### src/spi_port_pkg.sv
// constants and types shared by the serial port block
package spi_port_pkg;
	localparam int ADDR_W = 12;
	localparam int DATA_W = 16;
	localparam int CNT_W = 5;
	localparam int DIV_W = 11;

	// register offsets
	localparam logic [ADDR_W-1:0] OFS_STATUS = 12'h220;
	localparam logic [ADDR_W-1:0] OFS_CONTROL = 12'h222;
	localparam logic [ADDR_W-1:0] OFS_BUFFER = 12'h224;
	localparam logic [ADDR_W-1:0] OFS_IRQ = 12'h226;

	// reset values
	localparam logic [DATA_W-1:0] RST_CONTROL = 16'h0000;
	localparam logic [DATA_W-1:0] RST_BUFFER = 16'h0000;

	// port_status fields
	localparam int ST_ENABLE_BIT = 15;
	localparam int ST_IDLE_STOP_BIT = 13;
	localparam int ST_OVF_BIT = 6;
	localparam int ST_TBF_BIT = 1;
	localparam int ST_RBF_BIT = 0;

	// port_control fields
	localparam int CT_FRAMED_BIT = 14;
	localparam int CT_FRAME_SYNC_PULSE_DIR_BIT = 13;
	localparam int CT_OUT_DIS_BIT = 11;
	localparam int CT_WIDE_BIT = 10;
	localparam int CT_PHASE_BIT = 9;
	localparam int CT_EDGE_BIT = 8;
	localparam int CT_SEL_EN_BIT = 7;
	localparam int CT_IDLE_POL_BIT = 6;
	localparam int CT_MASTER_BIT = 5;
	localparam int CT_SEC_HI = 4;
	localparam int CT_SEC_LO = 2;
	localparam int CT_PRI_HI = 1;
	localparam int CT_PRI_LO = 0;

	// interrupt register fields
	localparam int IRQ_FLAG_BIT = 0;
	localparam int IRQ_EN_BIT = 1;

	// clock division
	localparam int BASE_DIV = 4;
	localparam int HALF_BASE = BASE_DIV / 2;
	localparam int PRI_DIV0 = 64;
	localparam int PRI_DIV1 = 16;
	localparam int PRI_DIV2 = 4;
	localparam int PRI_DIV3 = 1;
	localparam int SEC_TOP = 8;

	// word lengths
	localparam logic [CNT_W-1:0] NARROW_BITS = 5'h08;
	localparam logic [CNT_W-1:0] WIDE_BITS = 5'h10;

	typedef enum logic [1:0] {ST_IDLE, ST_FRAME, ST_SYNC, ST_SHIFT} fsm_t;
endpackage

### src/spi_port.sv
// serial port: register slave, prescaler, shifter and pin control
//
// Local design decision: strobed register access.
`timescale 1ns/100ps

// Function
// - each transfer shifts 8 or 16 bits out and in, one per clock
// - transfer end sets done flag; enable bit gates the interrupt request
// - completion with unread receive data sets overflow and drops the word
// - overflow freezes the port until software reads the buffer or clears the overflow bit
// - at word end, shifter goes to receive buffer, pending transmit word loads
// - buffer writes go to transmit side, reads return receive side
// - master drives prescaled clock and starts when buffer is written
// - master raises done at the middle of the last bit
// - slave shifts on external clock, done when last bit latched
// - clock is core over four, then primary and secondary prescale
// - polarity bit picks idle level, edge bit picks data change edge
// - word size bit 10 selects 16-bit when set, 8-bit when clear
// - port resets whenever word size bit changes
// - output from bit 7 or 15, input enters bit 0
// - output disable bit stops driving the data output
// - framed mode turns select pin into frame sync, master or slave
// - frame direction bit picks received or generated frame pulse
// - frame pulse high one serial clock, data starts next transmit edge
// - slave with select shifts and drives output only while select low
// - select rising resets counters so next word restarts at msb
// - sleep aborts transfer, register contents kept
// - idle halts port when stop-in-idle set, runs when clear
module spi_port
	import spi_port_pkg::*;
(
	input wire logic core_clk,
	input wire logic arst_n,
	input wire logic [ADDR_W-1:0] reg_addr,
	input wire logic [DATA_W-1:0] reg_wdata,
	input wire logic reg_wr,
	input wire logic reg_rd,
	output logic [DATA_W-1:0] reg_rdata,
	input wire logic sleep_mode,
	input wire logic idle_mode,
	input wire logic serial_data_in_pin,
	output logic serial_data_out_pin,
	output logic serial_data_out_pin_oe,
	input wire logic shift_clock_pin_in,
	output logic shift_clock_pin_out,
	output logic shift_clock_pin_oe,
	input wire logic slave_select_pin_n_in,
	output logic slave_select_pin_n_out,
	output logic slave_select_pin_n_oe,
	output logic transfer_irq
);

	typedef struct packed {
		logic [DATA_W-1:0] ctl;
		logic port_enable;
		logic sidl;
		logic rov;
		logic tbf;
		logic rbf;
		logic [DATA_W-1:0] txbuf;
		logic [DATA_W-1:0] rxbuf;
		logic [DATA_W-1:0] sr;
		fsm_t state;
		logic [CNT_W-1:0] bitcnt;
		logic [CNT_W:0] halfcnt;
		logic [DIV_W-1:0] divcnt;
		logic sck_prev;
		logic ss_prev;
		logic pend;
		logic irq_flag;
		logic irq_en;
		logic irq;
		logic sck_out;
		logic sck_oe;
		logic sdo_out;
		logic sdo_oe;
		logic ss_out;
		logic ss_oe;
		logic [DATA_W-1:0] rdata;
	} state_t;

	state_t st_r;
	state_t st_nxt;

	function automatic logic [6:0] pri_div(input logic [1:0] sel);
		unique case (sel)
			2'h0: pri_div = 7'(PRI_DIV0);
			2'h1: pri_div = 7'(PRI_DIV1);
			2'h2: pri_div = 7'(PRI_DIV2);
			2'h3: pri_div = 7'(PRI_DIV3);
		endcase
	endfunction

	function automatic logic word_msb(input logic [DATA_W-1:0] w, input logic wide);
		word_msb = wide ? w[15] : w[7];
	endfunction

	logic wr_status, wr_control, wr_buffer, wr_irq, rd_buffer;
	logic master, framed, frame_out, sel_used, sel_high, wide, clock_idle_polarity, cke;
	logic wide_chg, port_on, running, port_rst, edge_ok;
	logic tick, sck_edge, lead, trail, sample_e, change_e, done_e;
	logic [CNT_W-1:0] nbits;
	logic [DIV_W-1:0] half_cnt;
	logic [DATA_W-1:0] shifted;
	logic [3:0] sec_div;

	assign wr_status = reg_wr && reg_addr == OFS_STATUS;
	assign wr_control = reg_wr && reg_addr == OFS_CONTROL;
	assign wr_buffer = reg_wr && reg_addr == OFS_BUFFER;
	assign wr_irq = reg_wr && reg_addr == OFS_IRQ;
	assign rd_buffer = reg_rd && reg_addr == OFS_BUFFER;

	assign master = st_r.ctl[CT_MASTER_BIT];
	assign framed = st_r.ctl[CT_FRAMED_BIT];
	assign frame_out = framed && !st_r.ctl[CT_FRAME_SYNC_PULSE_DIR_BIT];
	assign sel_used = !master && st_r.ctl[CT_SEL_EN_BIT] && !framed;
	assign sel_high = sel_used && slave_select_pin_n_in;
	assign wide = st_r.ctl[CT_WIDE_BIT];
	assign clock_idle_polarity = st_r.ctl[CT_IDLE_POL_BIT];
	assign cke = st_r.ctl[CT_EDGE_BIT];
	assign nbits = wide ? WIDE_BITS : NARROW_BITS;

	assign wide_chg = wr_control && reg_wdata[CT_WIDE_BIT] != wide;
	assign port_on = st_r.port_enable && !sleep_mode;
	assign running = port_on && !(idle_mode && st_r.sidl) && !st_r.rov;
	assign port_rst = !port_on || wide_chg;
	assign edge_ok = running && !sel_high;

	assign sec_div = 4'(SEC_TOP) - {1'b0, st_r.ctl[CT_SEC_HI:CT_SEC_LO]};
	assign half_cnt = DIV_W'(HALF_BASE * pri_div(st_r.ctl[CT_PRI_HI:CT_PRI_LO]) * sec_div);
	assign tick = master && running && st_r.state != ST_IDLE &&
		st_r.divcnt == half_cnt - 11'h001;

	// one unified edge pair for both roles
	assign sck_edge = master ? tick : shift_clock_pin_in != st_r.sck_prev;
	assign lead = edge_ok && sck_edge && (master ? st_r.sck_out : st_r.sck_prev) == clock_idle_polarity;
	assign trail = edge_ok && sck_edge && (master ? st_r.sck_out : st_r.sck_prev) != clock_idle_polarity;
	assign sample_e = cke ? lead : trail;
	assign change_e = cke ? trail : lead;
	assign done_e = st_r.state == ST_SHIFT && sample_e && st_r.bitcnt == nbits - 5'h01;
	assign shifted = {st_r.sr[14:0], serial_data_in_pin};

	always_comb begin
		st_nxt = st_r;
		st_nxt.sck_prev = shift_clock_pin_in;
		st_nxt.ss_prev = slave_select_pin_n_in;
		st_nxt.rdata = 16'h0000;

		// register side
		if (reg_rd) begin
			unique case (reg_addr)
				OFS_STATUS: begin
					st_nxt.rdata[ST_ENABLE_BIT] = st_r.port_enable;
					st_nxt.rdata[ST_IDLE_STOP_BIT] = st_r.sidl;
					st_nxt.rdata[ST_OVF_BIT] = st_r.rov;
					st_nxt.rdata[ST_TBF_BIT] = st_r.tbf;
					st_nxt.rdata[ST_RBF_BIT] = st_r.rbf;
				end
				OFS_CONTROL: st_nxt.rdata = st_r.ctl;
				OFS_BUFFER: st_nxt.rdata = st_r.rxbuf;
				OFS_IRQ: begin
					st_nxt.rdata[IRQ_FLAG_BIT] = st_r.irq_flag;
					st_nxt.rdata[IRQ_EN_BIT] = st_r.irq_en;
				end
				default: st_nxt.rdata = 16'h0000;
			endcase
		end
		if (wr_control) begin
			st_nxt.ctl = reg_wdata;
		end
		if (wr_status) begin
			st_nxt.port_enable = reg_wdata[ST_ENABLE_BIT];
			st_nxt.sidl = reg_wdata[ST_IDLE_STOP_BIT];
			if (!reg_wdata[ST_OVF_BIT]) begin
				st_nxt.rov = 1'b0;
			end
		end
		if (wr_irq) begin
			st_nxt.irq_en = reg_wdata[IRQ_EN_BIT];
			if (!reg_wdata[IRQ_FLAG_BIT]) begin
				st_nxt.irq_flag = 1'b0;
			end
		end
		if (wr_buffer) begin
			st_nxt.txbuf = reg_wdata;
		end
		if (rd_buffer) begin
			st_nxt.rbf = 1'b0;
			st_nxt.rov = 1'b0;
		end

		// master clock divider
		if (tick || st_r.state == ST_IDLE) begin
			st_nxt.divcnt = 11'h000;
		end else if (running) begin
			st_nxt.divcnt = st_r.divcnt + 11'h001;
		end
		if (tick) begin
			st_nxt.sck_out = !st_r.sck_out;
		end
		if (lead || trail) begin
			st_nxt.halfcnt = st_r.halfcnt + 6'h01;
		end

		unique case (st_r.state)
			ST_IDLE: begin
				st_nxt.halfcnt = 6'h00;
				st_nxt.bitcnt = 5'h00;
				st_nxt.sck_out = clock_idle_polarity;
				if (running && (!master || st_r.tbf || st_r.pend)) begin
					if (st_r.tbf && !st_r.pend) begin
						st_nxt.sr = st_r.txbuf;
						st_nxt.tbf = 1'b0;
						st_nxt.sdo_out = word_msb(st_r.txbuf, wide);
					end
					st_nxt.pend = 1'b0;
					if (!framed) begin
						st_nxt.state = ST_SHIFT;
					end else if (frame_out) begin
						st_nxt.state = ST_FRAME;
						st_nxt.ss_out = 1'b1;
					end else begin
						st_nxt.state = ST_SYNC;
					end
				end
			end
			ST_FRAME: begin
				// pulse spans one lead and one trail edge
				if ((lead || trail) && st_r.halfcnt == 6'h01) begin
					st_nxt.ss_out = 1'b0;
					st_nxt.halfcnt = 6'h00;
					st_nxt.state = ST_SHIFT;
				end
			end
			ST_SYNC: begin
				st_nxt.halfcnt = 6'h00;
				if (lead && slave_select_pin_n_in) begin
					st_nxt.state = ST_SHIFT;
				end
			end
			ST_SHIFT: begin
				if (change_e) begin
					st_nxt.sdo_out = word_msb(st_r.sr, wide);
				end
				if (sample_e) begin
					st_nxt.sr = shifted;
					st_nxt.bitcnt = st_r.bitcnt + 5'h01;
				end
				if (!master && st_r.bitcnt == 5'h00 && st_r.tbf && !sample_e && !change_e) begin
					st_nxt.sr = st_r.txbuf;
					st_nxt.tbf = 1'b0;
					st_nxt.sdo_out = word_msb(st_r.txbuf, wide);
				end
				if (done_e) begin
					st_nxt.bitcnt = 5'h00;
					if (!st_r.rbf) begin
						st_nxt.rxbuf = wide ? shifted : {8'h00, shifted[7:0]};
					end
					if (st_r.tbf) begin
						st_nxt.sr = st_r.txbuf;
						st_nxt.tbf = 1'b0;
						st_nxt.pend = master;
					end
					if (!master && framed) begin
						st_nxt.state = frame_out ? ST_FRAME : ST_SYNC;
						st_nxt.ss_out = frame_out;
						st_nxt.halfcnt = 6'h00;
					end
				end
				if (master && tick && st_r.halfcnt == {nbits, 1'b0} - 6'h01) begin
					st_nxt.state = ST_IDLE;
				end
			end
		endcase

		// select release restarts the word
		if (sel_used && slave_select_pin_n_in && !st_r.ss_prev) begin
			st_nxt.state = ST_IDLE;
			st_nxt.bitcnt = 5'h00;
			st_nxt.halfcnt = 6'h00;
		end

		if (port_rst) begin
			st_nxt.state = ST_IDLE;
			st_nxt.bitcnt = 5'h00;
			st_nxt.halfcnt = 6'h00;
			st_nxt.divcnt = 11'h000;
			st_nxt.sck_out = wr_control ? reg_wdata[CT_IDLE_POL_BIT] : clock_idle_polarity;
			st_nxt.ss_out = 1'b0;
			st_nxt.pend = 1'b0;
			if (wide_chg) begin
				st_nxt.tbf = 1'b0;
				st_nxt.rbf = 1'b0;
				st_nxt.rov = 1'b0;
			end
		end

		// hardware sets win over clears
		if (done_e) begin
			st_nxt.irq_flag = 1'b1;
			if (st_r.rbf) begin
				st_nxt.rov = 1'b1;
			end else begin
				st_nxt.rbf = 1'b1;
			end
		end
		if (wr_buffer) begin
			st_nxt.tbf = 1'b1;
		end

		st_nxt.irq = st_nxt.irq_flag && st_nxt.irq_en;
		st_nxt.sck_oe = st_nxt.port_enable && !sleep_mode && st_nxt.ctl[CT_MASTER_BIT];
		st_nxt.sdo_oe = port_on && !st_r.ctl[CT_OUT_DIS_BIT] && !sel_high;
		st_nxt.ss_oe = port_on && frame_out;
	end

	always_ff @(posedge core_clk or negedge arst_n) begin
		if (!arst_n) begin
			st_r <= '0;
		end else begin
			st_r <= st_nxt;
		end
	end

	assign reg_rdata = st_r.rdata;
	assign serial_data_out_pin = st_r.sdo_out;
	assign serial_data_out_pin_oe = st_r.sdo_oe;
	assign shift_clock_pin_out = st_r.sck_out;
	assign shift_clock_pin_oe = st_r.sck_oe;
	assign slave_select_pin_n_out = st_r.ss_out;
	assign slave_select_pin_n_oe = st_r.ss_oe;
	assign transfer_irq = st_r.irq;
endmodule

### config.mk
export PLATFORM = sky130hd
export DESIGN_NAME = spi_port
export DESIGN_NICKNAME = d
export VERILOG_FILES = /design/src/spi_port_pkg.sv /design/src/spi_port.sv
export SDC_FILE = /design/constraint.sdc
export NUM_CORES = 1
export LEC_CHECK = 0
export BUFFER_PORTS_ARGS = -buffer_cell sky130_fd_sc_hd__clkbuf_2
export CAP_MARGIN = 20
export CORE_MARGIN = 2
export CORE_UTILIZATION = 50
export CTS_CLUSTER_DIAMETER = 100
export DETAILED_ROUTE_END_ITERATION = 16
export PLACE_DENSITY = 0.71
export SETUP_SLACK_MARGIN = 0.05
export SYNTH_ARGS = -nofsm -noshare
export SYNTH_HDL_FRONTEND = slang
export SYNTH_SLANG_ARGS = --single-unit
export TNS_END_PERCENT = 50
### constraint.sdc
create_clock -name core_clk -period 4.4 [get_ports core_clk]
set_input_delay 0.88 -clock core_clk [delete_from_list [all_inputs] [get_ports core_clk]]
set_output_delay 0.88 -clock core_clk [all_outputs]
set_load 0.05 [all_outputs]
After elaboration in Yosys (flattened, before gate mapping)
Index checks and enable logic that the tools add are counted.

storage, ports and cells
  memory bits (writable) = 0
  memories kept = 0
  bits in read-only memories = 0
  logic and storage cells = 232
  output and inout bits = 23
  latch bits = 0
  input port bits = 37
  register bits = 121

operators by class
  reduce and logical (&&, ||, !) cells = 78
  eq/ne operators = 34
  shift operators = 0
  muxes and demuxes = 84
  bitwise logic cells = 1
  multiply operators = 1
  add/subtract/negate cells = 7
  order comparisons = 0
  divide/modulo/power cells = 0

operators by type and width
  cell                                                number
  two-way mux 16 bit                                  6
  == test 12 x 10 -> 1 bit, second input constant     4
  logical AND 1 bit                                   41
  two-way mux 1 bit                                   40
  case mux 16 bit (2 select lines)                    1
  two-way mux 29 bit                                  1
  case mux 7 bit (4 select lines)                     1
  two-way mux 24 bit                                  1
  two-way mux 6 bit                                   4
  two-way mux 11 bit                                  2
  two-way mux 18 bit                                  1
  case mux 6 bit (3 select lines)                     1
  case mux 2 bit (4 select lines)                     2
  != test 3 bit, second input constant                5
  zero test 1 bit                                     14
  two-way mux 2 bit                                   7
  two-way mux 13 bit                                  1
  case mux 1 bit (3 select lines)                     4
  case mux 6 bit (2 select lines)                     1
  adder 11 x 1 -> 11 bit, second input constant       1
  == test 11 bit                                      1
  subtractor 11 x 1 -> 11 bit, second input constant  1
  multiplier 7 x 4 -> 10 bit                          1
  two-way mux 5 bit                                   2
  other kinds (36)                                    62

Logic depth before layout (Yosys ltp)
Gate-level depths: netlist (run 1).

  depth in word-level cells = 22
  gate-level depth with buffers = 19
  mapped depth without buffers = 17

Worst setup path before layout (run 1)
No wires, ideal clock.

  path kind = reg2reg
  start point = reg st_r[106] in the netlist's numbering
  end point = reg st_r[73] in the netlist's numbering
  library setup time = 0.125 ns
  buffers on the path = 3
  setup slack = 0.092 ns
  data arrival time = 4.183 ns
  cell stages (with the launch flop) = 19
  path through = dfrtp_1 clkbuf_1 nor2b_1 and2_1 ha_1 inv_1 fa_1 inv_1 ha_1 xor2_1 nor4_2 xnor3_1 nor4_4 a21oi_2 a21oi_2 and3_1 buf_2 buf_4 mux2_2

between the ends
  longest elaborated chain between the ends = 13

ends and longest elaborated chain
  element                                      RTL line                          RTL
  from (decl)                                  spi_port.sv:82                    state_t st_r;
  from (signal assigned)                       spi_port.sv:321                   st_r <= st_nxt;
  == test 2 bit, or another cell as far along  spi_port.sv:86                    unique case (sel)
  case mux 7 bit (4 select lines) (*)          spi_port.sv:86
  multiplier 7 x 4 -> 10 bit (*)               spi_port.sv:130                   assign half_cnt = DIV_W'(HALF_BASE * pri_div(st_r.ctl[CT_PRI_HI:CT_PRI_LO]) * sec_div);
  subtractor 11 x 1 -> 11 bit (*)              spi_port.sv:132                   st_r.divcnt == half_cnt - 11'h001;
  == test 11 bit (*)                           spi_port.sv:132
  logical AND 1 bit (*)                        spi_port.sv:131                   assign tick = master && running && st_r.state != ST_IDLE &&
  two-way mux 1 bit (*)                        spi_port.sv:135                   assign sck_edge = master ? tick : shift_clock_pin_in != st_r.sck_prev;
  logical AND 1 bit (*)                        spi_port.sv:136, spi_port.sv:137
  logical AND 1 bit, on equally long branches  spi_port.sv:137, spi_port.sv:136
  two-way mux 1 bit (*)                        spi_port.sv:138                   assign sample_e = cke ? lead : trail;
  logical AND 1 bit (*) (2 in a row)           spi_port.sv:140                   assign done_e = st_r.state == ST_SHIFT && sample_e && st_r.bitcnt == nbits - 5'h01;
  AND reduction 3 bit (no source line) (*)     --

Mark *: on every way between the ends. The rest lies on a longest branch, timed or not. The select of a mux whose other input is x is not followed.
A chain may end at the register's enable or synchronous reset.

Final worst setup path (run 1)
  start point = reg st_r[109] in the netlist's numbering
  end point = reg st_r, in the netlist shifted[5]

between the ends
  longest elaborated chain between the ends = 16

ends and longest elaborated chain
  element                                      RTL line                          RTL
  subtractor 4 x 3 -> 4 bit (*)                spi_port.sv:129                   assign sec_div = 4'(SEC_TOP) - {1'b0, st_r.ctl[CT_SEC_HI:CT_SEC_LO]};
  multiplier 7 x 4 -> 10 bit (*)               spi_port.sv:130
  subtractor 11 x 1 -> 11 bit (*)              spi_port.sv:132
  == test 11 bit (*)                           spi_port.sv:132
  logical AND 1 bit (*)                        spi_port.sv:131
  two-way mux 1 bit (*)                        spi_port.sv:135
  logical AND 1 bit (*)                        spi_port.sv:136, spi_port.sv:137
  logical AND 1 bit, on equally long branches  spi_port.sv:137, spi_port.sv:136
  two-way mux 1 bit                            spi_port.sv:138
  zero test 1 bit                              spi_port.sv:249                   if (!master && st_r.bitcnt == 5'h00 && st_r.tbf && !sample_e && !change_e) begin
  logical AND 1 bit (2 in a row)               spi_port.sv:249
  two-way mux 16 bit                           spi_port.sv:249
  two-way mux 16 bit                           spi_port.sv:259                   if (st_r.tbf) begin
  two-way mux 29 bit (*)                       spi_port.sv:254                   if (done_e) begin
  case mux 16 bit (2 select lines) (*)         spi_port.sv:205                   unique case (st_r.state)

Marks and branches as above.

==> results.yml, run 1 <==
synthesis:
  yosys_register_bits: 121
  async_flop_share_pct: 100.0
  synthSimpleGateAreaFrac_pct: 19.39
  synth_top_family_by_area: "simple AND/OR/NAND/NOR gates"
  synth-edff-count: 0
  syn-cell-area_um2: 6780
  avgSynthCellArea_um2: 10.32
  syn-instance-count: 657
  synthAdderAreaFrac_pct: 4.281
  syn-num-nets: 716
  synth_xor_area_share_pct: 5.112
  synthFlopType: "dfrtp_1"
  synth.mux.area_fraction_pct: 9.116
  synth-compound-area-share_pct: 12.23
  ys_types: 76
  synth_warnings: 0
  ys_seq_area_share_pct: 44.66
final_layout:
  fillCellCount: 1066
  area_growth_pct: 22.35
  regMostFlops: "st_r"
  multi_input_comb_area_um2: 3646
  layout.nets: 793
  largest_reg_flops: 79
  diodes: 0
  seq_area_um2: 3028
  layout-drive-gt1-share_pct: 30.92
  fin_cells: 923
sta:
  setup_ws_ns: 0.1008
  fin_crit_ns: 4.299
  finalHoldViolations: 0
  finClkSkew_ns: 0.01478
  slew_viol_final: 0
  max_freq_ghz: 0.2326
  rsz0062_at_grt: "true"
  setup_viol: 0
  worst_pin_slew_ns: 1.121
  holdWs_ns: 0.4928
  period_share_pct: 97.71
  slew_headroom_pct: 24.60
cts:
  postCtsHoldBufs: 0
  clockRootBuffer: "clkbuf_16"
  numCtsBuffers: 17
  clk_latency_ns: 0.42
  h-tree-depth: 4
  cts_tree: "built"
  clk_path_buf_depth: 2
  clk_pin_slew_ns: 0.05
  cts.sinks: 121
floorplan:
  initial_utilization_pct: 51.20
  fp.coreArea_um2: 13240
  die_y_um: 120.5
  dieArea_um2: 14510
  die_w_um: 120.5
  placementRows: 42
  ios: 60
global_route:
  antenna_found_initial: 0
  grt_max_degree: 62
  grt_use_total_pct: 24.49
  grt_first_pass_wirelength_um: 27660
  first_global_vias: 5435
  grt_overflow: 0
routing:
  drt_drc_violations_left: 0
  wire_per_inst_um: 18.88
  vias_per_cell: 5.865
  num_vias: 5413
  drtPass1Iterations: 7
  wl_um: 17430
  ant_nets: 0
  dr.first_iter.drc_count: 518
critical_path:
  required_ns: 4.71
  crit_path_start_kind: "register"
  critPathKind: "register to register"
  worstPathArrival_ns: 4.61
  worst_setup_path_end_kind: "register"
  path_max_fanout: 8
status:
  status: "finished clean"
placed_design:
  finalWeightedCongestion: 0.9158
  hpwl_um: 11710
  placed_cells: 880
  preCtsSetupSlack_ns: -0.05089
  io_buffers: 59
pwr:
  leakage_nw: 3.853
  power_density_nw_per_um2: 331.0
  ir_drop_v: 0.0003670
run:
  max-cap-violations: 0
hold_path:
  hp-class: "register to register"
[what timing repair did]
action,CTS,global route
endpoints found under the setup margin,44,61
gates resized for setup,11,37
pin swaps,11,20
gates cloned,1,0
buffers inserted,4,6
endpoints found under the hold margin,0,0
[metrics by stage]
stage	utilization [%]	power, mW	TNS [ns]	instance area [µm²]
after floorplan	-	1.216	0	6780
after global placement	55.19	1.276	0	7308
after detailed placement	55.19	1.280	-0.1864	7308
after CTS	60.74	2.763	0	8044
after global routing	62.64	2.820	-0.3535	8295
final	62.64	2.746	0	8295
[cells by family (layout without fill, tap and decap cells)]
family | Yosys count | count (layout)
buf+inv | 72 | 161
fa+ha+maj | 22 | 22
xor+xnor | 38 | 38
flops | 121 | 121
simple gates | 239 | 239
mux | 54 | 54
compound gates | 111 | 112
[final cells by class]
cell class	count	area share, %
multi-input combinational	465	43.95
sequential	121	36.50
timing repair buffer	99	7.888
clock buffer	23	6.003
tap	176	2.655
clock inverter	9	1.644
inverter	30	1.357
[layout by cell type, fill, tap and decap left out, types with 10 or more instances in the layout]
cell type / synthesis / routed
nor3_1: 10 / 10
o221a_1: 10 / 10
nand4_1: 16 / 16
nand2_1: 44 / 43
nand3_1: 27 / 27
nor2b_1: 11 / 11
mux2_2: 42 / 42
clkbuf_2: 1 / 58
inv_1: 30 / 25
xnor2_1: 15 / 15
a21oi_1: 17 / 14
dfrtp_1: 121 / 121
o21ai_0: 24 / 24
a22oi_1: 12 / 12
nor2_1: 49 / 48
nand2b_1: 27 / 26
buf_4: 18 / 34
xor2_1: 22 / 21
and2_1: 10 / 10
clkbuf_16: 0 / 17
ha_1: 20 / 15
mux2i_1: 10 / 10
[cell usage after synthesis, types with 2 or more instances]
cell	number	area (µm²)
a211oi_1	2	15.01
a21o_1	3	22.52
a21oi_1	17	85.08
a21oi_2	2	17.52
a22oi_1	12	90.09
a31oi_1	6	37.54
a41oi_1	2	17.52
and2_1	10	62.56
and3_1	7	43.79
and3b_1	4	35.03
buf_1	2	7.510
buf_2	5	25.02
buf_4	18	135.1
clkbuf_1	15	56.30
dfrtp_1	121	3028
fa_1	2	40.04
ha_1	20	250.2
inv_1	30	112.6
mux2_2	42	473.0
mux2i_1	10	100.1
mux4_2	2	45.04
nand2_1	44	165.2
nand2b_1	27	168.9
nand3_1	27	135.1
nand3b_1	3	22.52
nand4_1	16	100.1
nor2_1	49	183.9
nor2b_1	11	68.82
nor3_1	10	50.05
nor3b_1	3	22.52
nor4_1	4	25.02
nor4_4	2	42.54
nor4b_1	2	17.52
o211ai_1	4	30.03
o21ai_0	24	120.1
o21ai_1	2	10.01
o221a_1	10	112.6
o221a_2	6	67.56
o31ai_1	2	15.01
o41ai_1	2	17.52
or2_2	2	12.51
or3_1	5	31.28
or4b_2	2	20.02
xnor2_1	15	131.4
xor2_1	22	192.7
[per-layer routing]
metal  GRT usage [%]  share of wire, %  vias up
li1                -                 -     2497
met4           9.084               2.2        0
met5               0                 0        -
met3           6.132               6.9       37
met1           32.52                42     2651
met2           38.91                48      228
[worst max-delay path: stages (launching register included)]
cell and delay (ns):
dfrtp_1 0.40, or3_4 0.42, nor2_2 0.10, ha_2 0.17, inv_2 0.04, fa_2 0.35
inv_2 0.07, ha_4 0.20, and3b_2 0.24, o211a_4 0.28, xnor3_2 0.40, nor4_4 0.35
a21oi_2 0.15, a211oi_4 0.21, nand2_2 0.14, a211o_4 0.37, o221a_2 0.28
[worst paths after layout]
kind | from | endpoint | slack [ns] | cells past startpoint
max | st_r[109] | shifted[5] | 0.10 | 16
min | st_r[116] | serial_data_out_pin_oe | 0.49 | 1
max reg2reg | st_r[109] | shifted[5] | 0.10 | 16
min reg2reg | st_r[116] | serial_data_out_pin_oe | 0.49 | 1
max in group asynchronous | arst_n | cke | 2.94 | 2
min in group asynchronous | arst_n | shift_clock_pin_oe | 0.56 | 1
[report_power, final]
part,leakage (nW),switching (mW),internal (mW)
clock,0.306,0.512,0.968
combinational,1.93,0.0657,0.0526
sequential,1.62,0.0163,1.13
total,3.85,0.593,2.15
No activity file was read; power rests on OpenSTA's default activity.
==> run 2: changes to the inputs <==
--- a/config.mk
+++ b/config.mk
@@ -11,6 +11,7 @@
 export CORE_UTILIZATION = 50
 export CTS_CLUSTER_DIAMETER = 100
 export DETAILED_ROUTE_END_ITERATION = 16
+export MAX_ROUTING_LAYER = met4
 export PLACE_DENSITY = 0.71
 export SETUP_SLACK_MARGIN = 0.05
 export SYNTH_ARGS = -nofsm -noshare
==> results.yml, run 2 (synthesis gave the netlist of run 1 again) <==
status:
  status: "finished clean"
cts:
  clk_path_buf_depth: 2
  clockRootBuffer: "clkbuf_16"
  h-tree-depth: 4
  cts.sinks: 121
  clk_pin_slew_ns: 0.06
  numCtsBuffers: 17
  clk_latency_ns: 0.43
  cts_tree: "built"
critical_path:
  crit_family: "compound AO/OA/AOI/OAI gates"
  worst_setup_path_end_kind: "register"
  path_cells: "or3_4 -> nor2_4 -> ha_2 -> inv_2 -> fa_1 -> inv_2 -> ha_4 -> buf_6 -> a21o_1 -> a32oi_2 -> buf_4 -> buf_6 -> xnor2_1 -> xnor2_2 -> a21oi_4 -> a211oi_4 -> buf_4 -> a21oi_1 -> nand2b_4 -> o211ai_1"
  path_max_fanout: 6
  path_buf_inv: 6
  worstRegToRegCells: 20
  critPathKind: "register to register"
  crit_slowest_cell: "fa_1"
  cp_slowest_stage_delay_ns: 0.53
  worstSetupPathDepth: 20
  r2r-start: "st_r[108]"
  worstPathArrival_ns: 4.63
  critPathLaunch: "st_r[108]"
  crit_path_start_kind: "register"
  required_ns: 4.70
sta:
  period_share_pct: 98.40
  rsz0062_at_grt: "true"
  setup_viol: 0
  slew_viol_final: 0
  fin_crit_ns: 4.330
  finalHoldViolations: 0
  slew_headroom_pct: 24.02
  max_freq_ghz: 0.2310
  setup_ws_ns: 0.07047
  worst_pin_slew_ns: 1.129
  finClkSkew_ns: 0.01032
global_route:
  grt_max_degree: 45
  first_global_vias: 5406
  antenna_found_initial: 0
  grt_use_total_pct: 25.82
  grt_overflow: 0
  grt_first_pass_wirelength_um: 28090
pwr:
  ir_drop_v: 0.0002834
  comb_power_share_pct: 4.5
  leakage_nw: 3.818
  p_total_mw: 2.609
  power_density_nw_per_um2: 318.1
  clkPwrFrac_pct: 51.5
  sw_frac_of_total_pct: 23.65
  power.net_switching_mw: 0.6169
  pwr-share-seq_pct: 44.0
  p_int_mw: 1.992
routing:
  ant_nets: 0
  num_vias: 5433
  wl_um: 17610
  drtPass1Iterations: 5
  vias_per_cell: 5.905
  wire_per_inst_um: 19.14
  dr.first_iter.drc_count: 411
  drt_drc_violations_left: 0
final_layout:
  layout_common_cells: "dfrtp_1 (121), clkbuf_2 (58), nor2_1 (48)"
  area_growth_pct: 20.94
  layout-drive-gt1-share_pct: 30.91
  layout.nets: 790
  diodes: 0
  multi_input_comb_area_um2: 3646
  fillCellCount: 1075
  largest_reg_flops: 79
  seq_area_um2: 3028
  final_common_cell: "dfrtp_1"
  regMostFlops: "st_r"
placed_design:
  hpwl_um: 11790
  finalWeightedCongestion: 0.9174
  preCtsSetupSlack_ns: -0.02421
  io_buffers: 59
floorplan:
  initial_utilization_pct: 51.20
  die_w_um: 120.5
  dieArea_um2: 14510
  die_y_um: 120.5
  placementRows: 42
  ios: 60
  fp.coreArea_um2: 13240
run:
  max-cap-violations: 0
hold_path:
  hp-class: "input port to asynchronous set/reset pin"
==> run 2: cell count changes in the layout (fill, tap and decap cells not counted), sizes merged <==
cell / delta
clkbuf: -4
buf: -3
clkinvlp: +3
bufinv: -2
clkinv: +2
inv: +1
==> run 2: metal layers <==
metal / vias up / global-route usage [%] / share of wire, %
li1: 2489 / - / -
met1: 2724 / 33.64 / 43
met2: 185 / 40.43 / 50
met3: 35 / 5.755 / 5.6
met4: 0 / 8.430 / 1.9
met5: - / - / 0
==> run 2: per-stage QoR <==
stage | TNS [ns] | cell area [µm²] | hold slack [ns] | util (%) | cells
after floorplan | 0 | 6780 | 0.4286 | - | 657
after global placement | 0 | 7308 | 0.4763 | 55.19 | 880
after detailed placement | -0.1648 | 7308 | 0.4757 | 55.19 | 880
after CTS | 0 | 7988 | 0.4822 | 60.32 | 917
after global routing | -0.5191 | 8200 | 0.5091 | 61.92 | 920
final | 0 | 8200 | 0.4571 | 61.92 | 920
==> run 2: area by class of cell <==
cell class / instances / share of cell area (%)
repair buffers: 96 / 7.553
inverters: 30 / 1.373
clock inverters: 13 / 1.480
well taps: 176 / 2.685
flip-flops and latches: 121 / 36.92
multi-input cells: 465 / 44.46
clock buffers: 19 / 5.523
==> run 2: path summary, 6_finish.rpt <==
kind | slack (ns) | to
worst min register to register | 0.49 | serial_data_out_pin_oe
worst min-delay path | 0.46 | st_r[34]
min in group core_clk | 0.49 | serial_data_out_pin_oe
max in group asynchronous | 2.98 | st_r[102]
worst max register to register | 0.07 | st_r[49]
worst max-delay path | 0.07 | st_r[49]
==> run 2: worst reg2reg max path, stage by stage, from the launching register on <==
cell and delay [ns]:
dfrtp_1 0.40, or3_4 0.43, nor2_4 0.09, ha_2 0.17
inv_2 0.03, fa_1 0.53, inv_2 0.07, ha_4 0.18
buf_6 0.11, a21o_1 0.17, a32oi_2 0.22, buf_4 0.15
buf_6 0.11, xnor2_1 0.17, xnor2_2 0.14, a21oi_4 0.25
a211oi_4 0.06, buf_4 0.16, a21oi_1 0.40, nand2b_4 0.25
o211ai_1 0.10
==> run 2: what timing repair did <==
item,in CTS,in global routing
resized for setup,13,36
endpoints found under the hold margin,0,0
hold buffers,0,0
setup endpoints to repair,50,54
setup buffers,4,3
cloned,1,0
pin swaps,10,16
==> run 2: power groups by stage <==
stage,Clock [mW],Sequential (mW),Combinational (mW)
floorplan,0,1.16,0.0554
global placement,0,1.17,0.110
detailed placement,0,1.17,0.114
CTS,1.36,1.15,0.116
global route,1.41,1.15,0.131
finish,1.34,1.15,0.118
